<file path="src/shared/pdt_regs.vh">
// Summary of operation
// - with dead-band enabled, delayed edges keep the output pair from overlapping active.
// - half-cycle clocking advances dead-band counters twice per time-base clock.
// - polarity is active high, active low, or either complementary; active high at reset.
// - both outputs sit at their inactive level throughout each dead-band interval.
// - complementary polarities drive B as the inverse of A, apart from delays, only while dead-band is enabled on output B.
// - rising-edge delay source selects A or B; A after reset.
// - falling-edge delay source selects A or B independently; A after reset.
// - rising-edge delay is 0 to 16383 time-base cycles.
// - falling-edge delay is 0 to 16383 time-base cycles.
// - each delay comes from the configured value or a live input, per source setting.
// - enabled A conversion trigger pulses on the selected event, after prescale.
// - A trigger fires every first, second or third event; every event at reset.
// - event can be count at zero, count at period, or either; zero at reset.
// - event can be any of four compare matches, counting up or down.
// - event can be digital-compare event 1 of channel A or B.
// - B conversion trigger has its own enable, prescale and event choice.
// - interrupt is off at reset and only produced while enabled.
// - interrupt fires every first, second or third event; every event at reset.
// - interrupt event choices match the A conversion trigger's.
`ifndef PDT_REGS_VH
`define PDT_REGS_VH
// register byte offsets
`define PDT_OFS_DBCTL 12'h000
`define PDT_OFS_RISE 12'h004
`define PDT_OFS_FALL 12'h008
`define PDT_OFS_TRIG 12'h00C
`define PDT_OFS_STAT 12'h010
// dead-band control fields
`define PDT_DB_EN_A 0
`define PDT_DB_EN_B 1
`define PDT_DB_HALF 2
`define PDT_DB_POL_LO 3
`define PDT_DB_POL_HI 4
`define PDT_DB_RSRC 5
`define PDT_DB_FSRC 6
`define PDT_DB_LIVE 7
`define PDT_DBCTL_W 8
// polarity codes
`define PDT_POL_AH 2'h0
`define PDT_POL_AL 2'h1
`define PDT_POL_AHC 2'h2
`define PDT_POL_ALC 2'h3
// trigger control: one byte per path (a, b, interrupt)
`define PDT_TRIG_SEL_LO 0
`define PDT_TRIG_SEL_HI 3
`define PDT_TRIG_PRD_LO 4
`define PDT_TRIG_PRD_HI 5
`define PDT_TRIG_EN 6
`define PDT_TRIG_STRIDE 8
// event select codes
`define PDT_EV_ZERO 4'h0
`define PDT_EV_PRD 4'h1
`define PDT_EV_ZP 4'h2
`define PDT_EV_UP0 4'h3
`define PDT_EV_DN0 4'h7
`define PDT_EV_DCA 4'hB
`define PDT_EV_DCB 4'hC
// event prescale codes
`define PDT_PS_ONE 2'h0
`define PDT_PS_TWO 2'h1
`define PDT_PS_THREE 2'h2
`endif

</file>
<file path="src/hw/pdt_deadband_trigger.v">
`timescale 1ns/1ns
`include "pdt_regs.vh"
module pdt_deadband_trigger #(
    parameter DW = 14
) (
    // apb
    input wire pclk,
    input wire presetn,
    input wire psel,
    input wire penable,
    input wire pwrite,
    input wire [11:0] paddr,
    input wire [31:0] pwdata,
    output reg [31:0] prdata,
    output reg pready,
    output reg pslverr,
    // time base, same clock domain
    input wire timebase_clock,
    input wire timebase_half,
    input wire count_at_zero,
    input wire count_at_period,
    input wire [3:0] up_compare_match,
    input wire [3:0] down_compare_match,
    input wire dig_cmp_a_event1,
    input wire dig_cmp_b_event1,
    // live delay values
    input wire [DW-1:0] rise_live,
    input wire [DW-1:0] fall_live,
    // action-qualified inputs
    input wire pwm_in_a,
    input wire pwm_in_b,
    // outputs
    output reg pwm_out_a,
    output reg pwm_out_b,
    output reg conv_trigger_a,
    output reg conv_trigger_b,
    output reg irq
);
////////////////////////////////////////////////////////////////////////////////
reg [`PDT_DBCTL_W-1:0] dbctl_reg;
reg [DW-1:0] rise_edge_delay_reg;
reg [DW-1:0] fall_edge_delay_reg;
reg [23:0] trig_reg;
reg [31:0] rd_next;
reg [31:0] prdata_next;
wire [1:0] ev_cnt [0:2];
// transfer phases
wire setup_phase = psel && !penable;
wire wr = psel && penable && pwrite;
wire rd = setup_phase && !pwrite;
// address decode
wire hit_dbctl = (paddr == `PDT_OFS_DBCTL);
wire hit_rise = (paddr == `PDT_OFS_RISE);
wire hit_fall = (paddr == `PDT_OFS_FALL);
wire hit_trig = (paddr == `PDT_OFS_TRIG);
wire hit_stat = (paddr == `PDT_OFS_STAT);
wire mapped = hit_dbctl || hit_rise || hit_fall || hit_trig || hit_stat;
// status: live output levels and the three prescale counts
wire [7:0] stat_word = {ev_cnt[2], ev_cnt[1], ev_cnt[0], pwm_out_b, pwm_out_a};
// read data mux; unmapped offsets read as zero
always @* begin
    rd_next = 32'h0000_0000;
    case (paddr)
        `PDT_OFS_DBCTL: rd_next = {24'h00_0000, dbctl_reg};
        `PDT_OFS_RISE: rd_next = {{(32-DW){1'b0}}, rise_edge_delay_reg};
        `PDT_OFS_FALL: rd_next = {{(32-DW){1'b0}}, fall_edge_delay_reg};
        `PDT_OFS_TRIG: rd_next = {8'h00, trig_reg};
        `PDT_OFS_STAT: rd_next = {24'h00_0000, stat_word};
        default: rd_next = 32'h0000_0000;
    endcase
end
// reads load the mux at setup; writes answer with zero data
always @* begin
    prdata_next = prdata;
    if (rd) begin
        prdata_next = rd_next;
    end else if (setup_phase) begin
        prdata_next = 32'h0000_0000;
    end
end
////////////////////////////////////////////////////////////////////////////////
// zero wait state: setup cycle loads read data, access cycle completes
always @(posedge pclk or negedge presetn) begin
    if (!presetn) begin
        pready <= 1'b0;
    end else begin
        pready <= setup_phase;
    end
end
always @(posedge pclk or negedge presetn) begin
    if (!presetn) begin
        pslverr <= 1'b0;
    end else begin
        pslverr <= setup_phase && !mapped;
    end
end
always @(posedge pclk or negedge presetn) begin
    if (!presetn) begin
        prdata <= 32'h0000_0000;
    end else begin
        prdata <= prdata_next;
    end
end
////////////////////////////////////////////////////////////////////////////////
// control: dead-band enables, polarity, sources, delay source
always @(posedge pclk or negedge presetn) begin
    if (!presetn) begin
        dbctl_reg <= {`PDT_DBCTL_W{1'b0}};
    end else if (wr && hit_dbctl) begin
        dbctl_reg <= pwdata[`PDT_DBCTL_W-1:0];
    end
end
// fixed rise delay, cut to the counter width
always @(posedge pclk or negedge presetn) begin
    if (!presetn) begin
        rise_edge_delay_reg <= {DW{1'b0}};
    end else if (wr && hit_rise) begin
        rise_edge_delay_reg <= pwdata[DW-1:0];
    end
end
// fixed fall delay, cut to the counter width
always @(posedge pclk or negedge presetn) begin
    if (!presetn) begin
        fall_edge_delay_reg <= {DW{1'b0}};
    end else if (wr && hit_fall) begin
        fall_edge_delay_reg <= pwdata[DW-1:0];
    end
end
// trigger control, one byte per path
always @(posedge pclk or negedge presetn) begin
    if (!presetn) begin
        trig_reg <= 24'h00_0000;
    end else if (wr && hit_trig) begin
        trig_reg <= pwdata[23:0];
    end
end
////////////////////////////////////////////////////////////////////////////////
// dead-band
wire half = dbctl_reg[`PDT_DB_HALF];
wire en_a = dbctl_reg[`PDT_DB_EN_A];
wire en_b = dbctl_reg[`PDT_DB_EN_B];
wire rise_from_b = dbctl_reg[`PDT_DB_RSRC];
wire fall_from_b = dbctl_reg[`PDT_DB_FSRC];
wire use_live = dbctl_reg[`PDT_DB_LIVE];
// half-cycle mode takes the mid-cycle pulse as a second tick
wire tick = half ? (timebase_clock | timebase_half) : timebase_clock;
wire [1:0] pol = {dbctl_reg[`PDT_DB_POL_HI], dbctl_reg[`PDT_DB_POL_LO]};
wire rise_src = rise_from_b ? pwm_in_b : pwm_in_a;
wire fall_src = fall_from_b ? pwm_in_b : pwm_in_a;
wire [DW-1:0] rise_val = use_live ? rise_live : rise_edge_delay_reg;
wire [DW-1:0] fall_val = use_live ? fall_live : fall_edge_delay_reg;
reg rise_prev_reg;
reg fall_prev_reg;
reg [DW-1:0] rise_cnt_reg;
reg [DW-1:0] fall_cnt_reg;
reg rise_out_reg;
reg fall_out_reg;
reg [DW-1:0] rise_cnt_next;
reg [DW-1:0] fall_cnt_next;
reg rise_out_next;
reg fall_out_next;
wire [DW-1:0] rise_cnt_inc = rise_cnt_reg + {{(DW-1){1'b0}}, 1'b1};
wire [DW-1:0] fall_cnt_inc = fall_cnt_reg + {{(DW-1){1'b0}}, 1'b1};
wire rise_edge = rise_src && !rise_prev_reg;
wire fall_edge = !fall_src && fall_prev_reg;
////////////////////////////////////////////////////////////////////////////////
// source history for edge detection; resets to the idle low level
always @(posedge pclk or negedge presetn) begin
    if (!presetn) begin
        rise_prev_reg <= 1'b0;
        fall_prev_reg <= 1'b0;
    end else begin
        rise_prev_reg <= rise_src;
        fall_prev_reg <= fall_src;
    end
end
// rising edges of the source are held off by the delay count; a tick that
// coincides with the edge is not counted, so a count of n spans n full ticks
always @* begin
    rise_cnt_next = rise_cnt_reg;
    rise_out_next = rise_out_reg;
    if (!rise_src) begin
        rise_out_next = 1'b0;
        rise_cnt_next = {DW{1'b0}};
    end else if (rise_edge) begin
        rise_out_next = (rise_val == {DW{1'b0}});
        rise_cnt_next = {DW{1'b0}};
    end else if (!rise_out_reg && tick) begin
        if (rise_cnt_inc >= rise_val) begin
            rise_out_next = 1'b1;
        end
        rise_cnt_next = rise_cnt_inc;
    end
end
always @(posedge pclk or negedge presetn) begin
    if (!presetn) begin
        rise_cnt_reg <= {DW{1'b0}};
        rise_out_reg <= 1'b0;
    end else begin
        rise_cnt_reg <= rise_cnt_next;
        rise_out_reg <= rise_out_next;
    end
end
// falling edge delay: output stays high for the count after the source falls
always @* begin
    fall_cnt_next = fall_cnt_reg;
    fall_out_next = fall_out_reg;
    if (fall_src) begin
        fall_out_next = 1'b1;
        fall_cnt_next = {DW{1'b0}};
    end else if (fall_edge) begin
        fall_out_next = (fall_val != {DW{1'b0}});
        fall_cnt_next = {DW{1'b0}};
    end else if (fall_out_reg && tick) begin
        if (fall_cnt_inc >= fall_val) begin
            fall_out_next = 1'b0;
        end
        fall_cnt_next = fall_cnt_inc;
    end
end
always @(posedge pclk or negedge presetn) begin
    if (!presetn) begin
        fall_cnt_reg <= {DW{1'b0}};
        fall_out_reg <= 1'b0;
    end else begin
        fall_cnt_reg <= fall_cnt_next;
        fall_out_reg <= fall_out_next;
    end
end
// a is delayed-rise, b is inverse of delayed-fall; both low while either waits
wire a_act = en_a ? rise_out_reg : pwm_in_a;
wire b_act = en_b ? !fall_out_reg : pwm_in_b;
////////////////////////////////////////////////////////////////////////////////
reg a_next;
reg b_next;
// output a: inverted in the active-low polarities
always @* begin
    case (pol)
        `PDT_POL_AH: a_next = a_act;
        `PDT_POL_AL: a_next = !a_act;
        `PDT_POL_AHC: a_next = a_act;
        default: a_next = !a_act;
    endcase
end
// the fall path is already inverted, so b stays the inverse of a in both
// complementary polarities
always @* begin
    case (pol)
        `PDT_POL_AH: b_next = b_act;
        `PDT_POL_AL: b_next = !b_act;
        `PDT_POL_AHC: b_next = b_act;
        default: b_next = !b_act;
    endcase
end
// registered pair outputs
always @(posedge pclk or negedge presetn) begin
    if (!presetn) begin
        pwm_out_a <= 1'b0;
    end else begin
        pwm_out_a <= a_next;
    end
end
always @(posedge pclk or negedge presetn) begin
    if (!presetn) begin
        pwm_out_b <= 1'b0;
    end else begin
        pwm_out_b <= b_next;
    end
end
////////////////////////////////////////////////////////////////////////////////
// event triggers: path 0 conv a, 1 conv b, 2 interrupt
wire [2:0] fire;
genvar g;
generate
    for (g = 0; g < 3; g = g + 1) begin : trig
        wire [3:0] sel = trig_reg[g*`PDT_TRIG_STRIDE+`PDT_TRIG_SEL_HI:
            g*`PDT_TRIG_STRIDE+`PDT_TRIG_SEL_LO];
        wire [1:0] prd = trig_reg[g*`PDT_TRIG_STRIDE+`PDT_TRIG_PRD_HI:
            g*`PDT_TRIG_STRIDE+`PDT_TRIG_PRD_LO];
        wire en = trig_reg[g*`PDT_TRIG_STRIDE+`PDT_TRIG_EN];
        reg ev;
        reg [1:0] need;
        reg [1:0] cnt_reg;
        reg [1:0] cnt_next;
        reg fire_reg;
        reg fire_next;
        // events per pulse; the spare prescale code behaves as every event
        always @* begin
            case (prd)
                `PDT_PS_TWO: need = 2'h2;
                `PDT_PS_THREE: need = 2'h3;
                default: need = 2'h1;
            endcase
        end
        // event select
        always @* begin
            case (sel)
                `PDT_EV_ZERO: ev = count_at_zero;
                `PDT_EV_PRD: ev = count_at_period;
                `PDT_EV_ZP: ev = count_at_zero | count_at_period;
                `PDT_EV_UP0: ev = up_compare_match[0];
                `PDT_EV_UP0 + 4'h1: ev = up_compare_match[1];
                `PDT_EV_UP0 + 4'h2: ev = up_compare_match[2];
                `PDT_EV_UP0 + 4'h3: ev = up_compare_match[3];
                `PDT_EV_DN0: ev = down_compare_match[0];
                `PDT_EV_DN0 + 4'h1: ev = down_compare_match[1];
                `PDT_EV_DN0 + 4'h2: ev = down_compare_match[2];
                `PDT_EV_DN0 + 4'h3: ev = down_compare_match[3];
                `PDT_EV_DCA: ev = dig_cmp_a_event1;
                `PDT_EV_DCB: ev = dig_cmp_b_event1;
                default: ev = 1'b0;
            endcase
        end
        // prescale counter: counts selected events, restarts on each pulse
        always @* begin
            cnt_next = cnt_reg;
            fire_next = 1'b0;
            if (!en) begin
                cnt_next = 2'h0;
            end else if (ev) begin
                if (cnt_reg + 2'h1 >= need) begin
                    cnt_next = 2'h0;
                    fire_next = 1'b1;
                end else begin
                    cnt_next = cnt_reg + 2'h1;
                end
            end
        end
        always @(posedge pclk or negedge presetn) begin
            if (!presetn) begin
                cnt_reg <= 2'h0;
            end else begin
                cnt_reg <= cnt_next;
            end
        end
        always @(posedge pclk or negedge presetn) begin
            if (!presetn) begin
                fire_reg <= 1'b0;
            end else begin
                fire_reg <= fire_next;
            end
        end
        assign fire[g] = fire_reg;
        assign ev_cnt[g] = cnt_reg;
    end
endgenerate
////////////////////////////////////////////////////////////////////////////////
// one-cycle output pulses, two cycles after the event
always @(posedge pclk or negedge presetn) begin
    if (!presetn) begin
        conv_trigger_a <= 1'b0;
    end else begin
        conv_trigger_a <= fire[0];
    end
end
always @(posedge pclk or negedge presetn) begin
    if (!presetn) begin
        conv_trigger_b <= 1'b0;
    end else begin
        conv_trigger_b <= fire[1];
    end
end
always @(posedge pclk or negedge presetn) begin
    if (!presetn) begin
        irq <= 1'b0;
    end else begin
        irq <= fire[2];
    end
end
endmodule // pdt_deadband_trigger

</file>
<file path="config.mk">
export PLATFORM = sky130hd
export DESIGN_NAME = pdt_deadband_trigger
export DESIGN_NICKNAME = d
export VERILOG_FILES = /design/src/hw/pdt_deadband_trigger.v
export VERILOG_INCLUDE_DIRS = /design/src /design/src/shared
export SDC_FILE = /design/constraint.sdc
export NUM_CORES = 1
export LEC_CHECK = 0
export BUFFER_PORTS_ARGS = -buffer_cell sky130_fd_sc_hd__buf_2
export CAP_MARGIN = 10
export CORE_ASPECT_RATIO = 1.1
export CORE_MARGIN = 8
export CORE_UTILIZATION = 52
export CTS_CLUSTER_SIZE = 16
export DETAILED_ROUTE_END_ITERATION = 7
export PLACE_DENSITY = 0.79
export SYNTH_ARGS = -nofsm -noshare
export SYNTH_HDL_FRONTEND = slang
export SYNTH_SLANG_ARGS = --single-unit
</file>
<file path="constraint.sdc">
create_clock -name pclk -period 2.9 [get_ports pclk]
set_input_delay 0.435 -clock pclk [delete_from_list [all_inputs] [get_ports pclk]]
set_output_delay 0.435 -clock pclk [all_outputs]
set_load 0.02 [all_outputs]
</file>
# == Yosys cells after proc, flatten, opt, wreduce, memory -nomap -nowiden ==
# Cells that the tools add are included.
# op_classes
order_cmp,5
addsub,5
n_mux,50
reduce_logical,39
n_bitwise,2
n_eq_ne,52
# op_table
cell,count
case mux 24 bit (5 select lines),1
two-way mux 14 bit,8
two-way mux 32 bit,2
== test 4 bit (second input constant),15
== test 4 x 3 -> 1 bit (second input constant),12
case mux 1 bit (13 select lines),3
adder 14 x 1 -> 14 bit (second input constant),2
>= comparator 14 bit,2
== test 12 x 4 -> 1 bit (second input constant),2
== test 4 x 2 -> 1 bit (second input constant),6
two-way mux 1 bit,24
two-way mux 2 bit,9
logical NOT 14 bit,1
nonzero test 14 bit,1
logical AND 1 bit,13
== test 12 x 3 -> 1 bit (second input constant),1
== test 12 x 5 -> 1 bit (second input constant),1
== test 4 x 1 -> 1 bit (second input constant),3
logical NOT 12 bit,1
logical NOT 4 bit,3
case mux 2 bit (2 select lines),3
logical NOT 1 bit,9
== test 2 bit (second input constant),4
adder 2 x 1 -> 2 bit (second input constant),3
other kinds (11),24
# totals
inputBits,93
out_inout_bits,39
elab_cells,177
reg_bits,140

# == Longest topological paths before layout ==
# logic_depth
ltp_word,7
mapped_depth,12
mapped_depth_nobuf,11

# == Least setup slack after synthesis ==
# Ideal clock, no wire load.
# synth_path
path_kind,register -> register
start,register rise_cnt_reg[0]
end,register rise_out_reg
stages_incl_launch_ff,12
synth_period_minus_slack_ns,2.736
setup_time_ns,0.143
n_path_buf,1
setup_slack_ns,0.164
required_ns,2.757
arrival_ns,2.593
path_cell_list,dfrtp_1 > nand3_1 > nor3_1 > and3_1 > clkbuf_1 > nand3_1 > xnor2_1 > ha_1 > a21o_1 > a21o_1 > a2111oi_0 > a221oi_1
# synth_between
elab_chain_cells,4
# synth_lines
item,line,text
from (decl),pdt_deadband_trigger.v:154,reg [DW-1:0] rise_cnt_reg;
from (signal assigned),pdt_deadband_trigger.v:197,rise_cnt_reg <= {DW{1'b0}};
from (signal assigned),pdt_deadband_trigger.v:200,rise_cnt_reg <= rise_cnt_next;
adder 14 x 1 -> 14 bit,pdt_deadband_trigger.v:162,"wire [DW-1:0] rise_cnt_inc = rise_cnt_reg + {{(DW-1){1'b0}}, 1'b1};"
>= comparator 14 bit,pdt_deadband_trigger.v:189,if (rise_cnt_inc >= rise_val) begin
!= test 3 x 1 -> 1 bit (no source line),n/a,
AND reduction 2 bit (no source line),n/a,
to (signal assigned),pdt_deadband_trigger.v:201,rise_out_reg <= rise_out_next;
to (decl),pdt_deadband_trigger.v:156,reg rise_out_reg;
# Every way passes these cells.
# A chain may end at the register's enable or synchronous reset.

# == Worst setup path in the final report ==
# Same ends and word-level chain as after synthesis.

==> run_results.csv <==
group,metric,value,unit
status,outcome,"complete, no violations",
min_path,worst_hold_path_type,"input pin to async pin",
yosys,synth-edff-count,0,
critical_path,arrival,2.98,ns
routing,drcViolationCount,0,
yosys,async_reset_ff_share,100.0,%
critical_path,r2r_start,"rise_cnt_reg[0]",
floorplan,num_io_pins,132,
grt,grt_pass1_vias,6123,
power,p_per_area,461.6,nW/um^2
layout,diodes,0,
floorplan,dieHeight,144.2,um
timing,final_hold_viol_count,0,
run,cap_violations,0,
routing,drt_iter0_drc,409,
critical_path,cpLargestDelayFamily,"simple AND/OR/NAND/NOR gates",
floorplan,die_w,132.6,um
critical_path,path_cells,"ha_1 > nand3_1 > nor3_1 > and3_1 > nand3_1 > xnor2_1 > ha_1 > a21o_1 > a2111oi_1 > a221oi_1",
critical_path,max_stage_delay,0.42,ns
layout,layout-drive-gt1-share,29.96,%
floorplan,initial_core_util,52.45,%
timing,fin_crit,2.703,ns
routing,drtPass1Iterations,4,
clock_network,clk_latency,0.42,ns
floorplan,dieArea,19120,um^2
critical_path,r2r_cells,10,
timing,max_freq,369.9,MHz
grt,grt-ovfl-total,0,
clock_network,cts_made_buffers,17,
yosys,synth_ff_type,"dfrtp_1",
floorplan,core,14820,um^2
timing,hold_slack,0.06429,ns
yosys,yosys.area.top_type,"dfrtp_1",
yosys,synthTopCellsByArea,"dfrtp_1, mux2_2, ha_1",
power,vdd_drop_max,0.0003969,V
critical_path,end_kind,"flop",
routing,detail-route-antenna-nets,0,
clock_network,cts_tree,"built",
layout,nets,970,
critical_path,path_depth,10,
critical_path,cp_max_fo,4,
critical_path,r2r-end,"rise_out_reg",
clock_network,cts_hold_buf,0,
layout,fin_area,9100,um^2
routing,vias,5960,
critical_path,cp_slowest_cell,"dfrtp_1",
place,portBuffers,115,
critical_path,rrSetupSlack,0.20,ns
layout,stdcell_count,1047,
clock_network,ctsHtreeMaxLevel,4,
timing,fin_crit_sh,93.22,%
critical_path,cp_num_buf_inv,0,
place,hpwl,14850,um
clock_network,cts_setup_buffers,0,
critical_path,worstSetupPathType,"flop to flop",
clock_network,root_buffer,"clkbuf_16",
floorplan,rows,47,
grt,grt_pass1_wl,31160,um
yosys,ys_types,53,
critical_path,cp.required,3.17,ns
yosys,ys_seq_area_share,42.50,%
power,p_leak,4.301,nW
yosys,synth_top_area_share,42.50,%
routing,vias_per_cell,5.692,
yosys,netlist_area,7772,um^2
clock_network,cts-resized-gates,0,
place,placed_area,8527,um^2
place,post-place-cells,1015,
grt,grt_util_all_layers,20.59,%
grt,antenna_found_initial,0,
timing,fin_worst_skew,0.003884,ns
place,gp_congestion,0.9001,
routing,wl_per_cell,18.53,um
timing,final.setup.worst_slack,0.1965,ns
timing,final_max_slew_viol_count,0,
layout,mostFrequentLayoutCells,"dfrtp_1, buf_2, nand2_1",
clock_network,ctsLongestPathBuffers,2,
yosys,ys_seq_elements,132,
clock_network,cts.sinks,132,
grt,grt_max_degree,56,
timing,setup-violations-final,0,
yosys,synthCells,725,
layout,syn2layout_area_growth,17.08,%
place,dp_slack,0.2276,ns
yosys,avgSynthCellArea,10.72,um^2
timing,tightest_slew,0.8232,ns
layout,layout_commonest_cell,"dfrtp_1",
timing,relSlewSlack,44.92,%
critical_path,critPathLaunchType,"flop",
yosys,ys.warnings.count,0,
clock_network,clkTransAtPathRegs,0.06,ns
routing,routed_wl,19400,um
-- layout make-up --
| cell class | count | area, um^2 |
|---|---|---|
| Multi-Input combinational cell | 542 | 4203 |
| Inverter | 8 | 30.03 |
| Tap cell | 196 | 245.2 |
| Fill cell | 1226 | 5719 |
| Timing Repair Buffer | 137 | 755.7 |
| Clock inverter | 12 | 105.1 |
| Sequential cell | 132 | 3304 |
| Clock buffer | 20 | 456.7 |
-- worst max-delay path by stage --
| stage | endpoint | start | slack [ns] |
|---|---|---|---|
| 4_1_cts | rise_out_reg | rise_cnt_reg[0] | 0.17 |
| 5_1_grt | rise_out_reg | rise_cnt_reg[0] | -0.02 |
| 3_5_place_dp | rise_out_reg | rise_cnt_reg[0] | 0.23 |
| 6_report | rise_out_reg | rise_cnt_reg[0] | 0.20 |
| 3_3_place_gp | rise_out_reg | rise_cnt_reg[0] | 0.23 |
| 2_1_floorplan | rise_out_reg | rise_cnt_reg[0] | 0.16 |
-- kinds of logic (layout without fill, tap and decap cells) --
family	after synthesis	in the layout	share of synthesized area (%)
flops	132	132	42.50
xor+xnor	55	55	6.198
other cells	1	8	0.04825
mux	120	120	18.08
fa+ha+maj	39	39	6.278
simple gates	203	203	13.31
buf+inv	58	177	3.912
compound gates	117	117	9.675
-- per-stage QoR --
stage | total power, mW | TNS, ns | util, %
floorplan | 2.031 | 0 | -
CTS | 4.220 | 0 | 61.33
detailed placement | 2.189 | 0 | 57.54
global route | 4.327 | -0.01620 | 61.41
global placement | 2.185 | 0 | 57.54
finish | 4.201 | 0 | 61.41
-- synth_stat cells (8+ instances only) --
| cell type | count |
|---|---|
| buf_4 | 10 |
| mux2i_1 | 44 |
| mux2_2 | 53 |
| nand2_1 | 59 |
| nor2_1 | 41 |
| a221oi_1 | 9 |
| ha_1 | 39 |
| o21ai_0 | 20 |
| nor3_1 | 16 |
| a22o_1 | 10 |
| xor2_1 | 32 |
| mux2_4 | 20 |
| xnor2_1 | 23 |
| o31ai_1 | 9 |
| dfrtp_1 | 132 |
| a22oi_1 | 10 |
| nand3_1 | 16 |
| inv_1 | 8 |
| nor2b_1 | 14 |
| a21oi_1 | 43 |
| nor4_1 | 8 |
| clkbuf_1 | 27 |
-- per-layer routing --
layer | vias up | wire length, um | share of wire, % | track usage [%]
met1 | 2936 | 8491 | 44 | 25.21
met4 | 0 | 483 | 2.5 | 7.656
met2 | 171 | 9310 | 48 | 34.39
li1 | 2821 | - | - | -
met5 | - | 0 | 0 | 0
met3 | 32 | 1116 | 5.8 | 5.386
-- power by group --
group          leakage [nW]  internal [mW]  switching, mW
Combinational          2.22         0.0996          0.179
Sequential             1.82           1.86         0.0158
Clock                 0.264           1.22          0.826
Total                  4.30           3.18           1.02
Note: power is estimated with default switching activity, not from simulation.
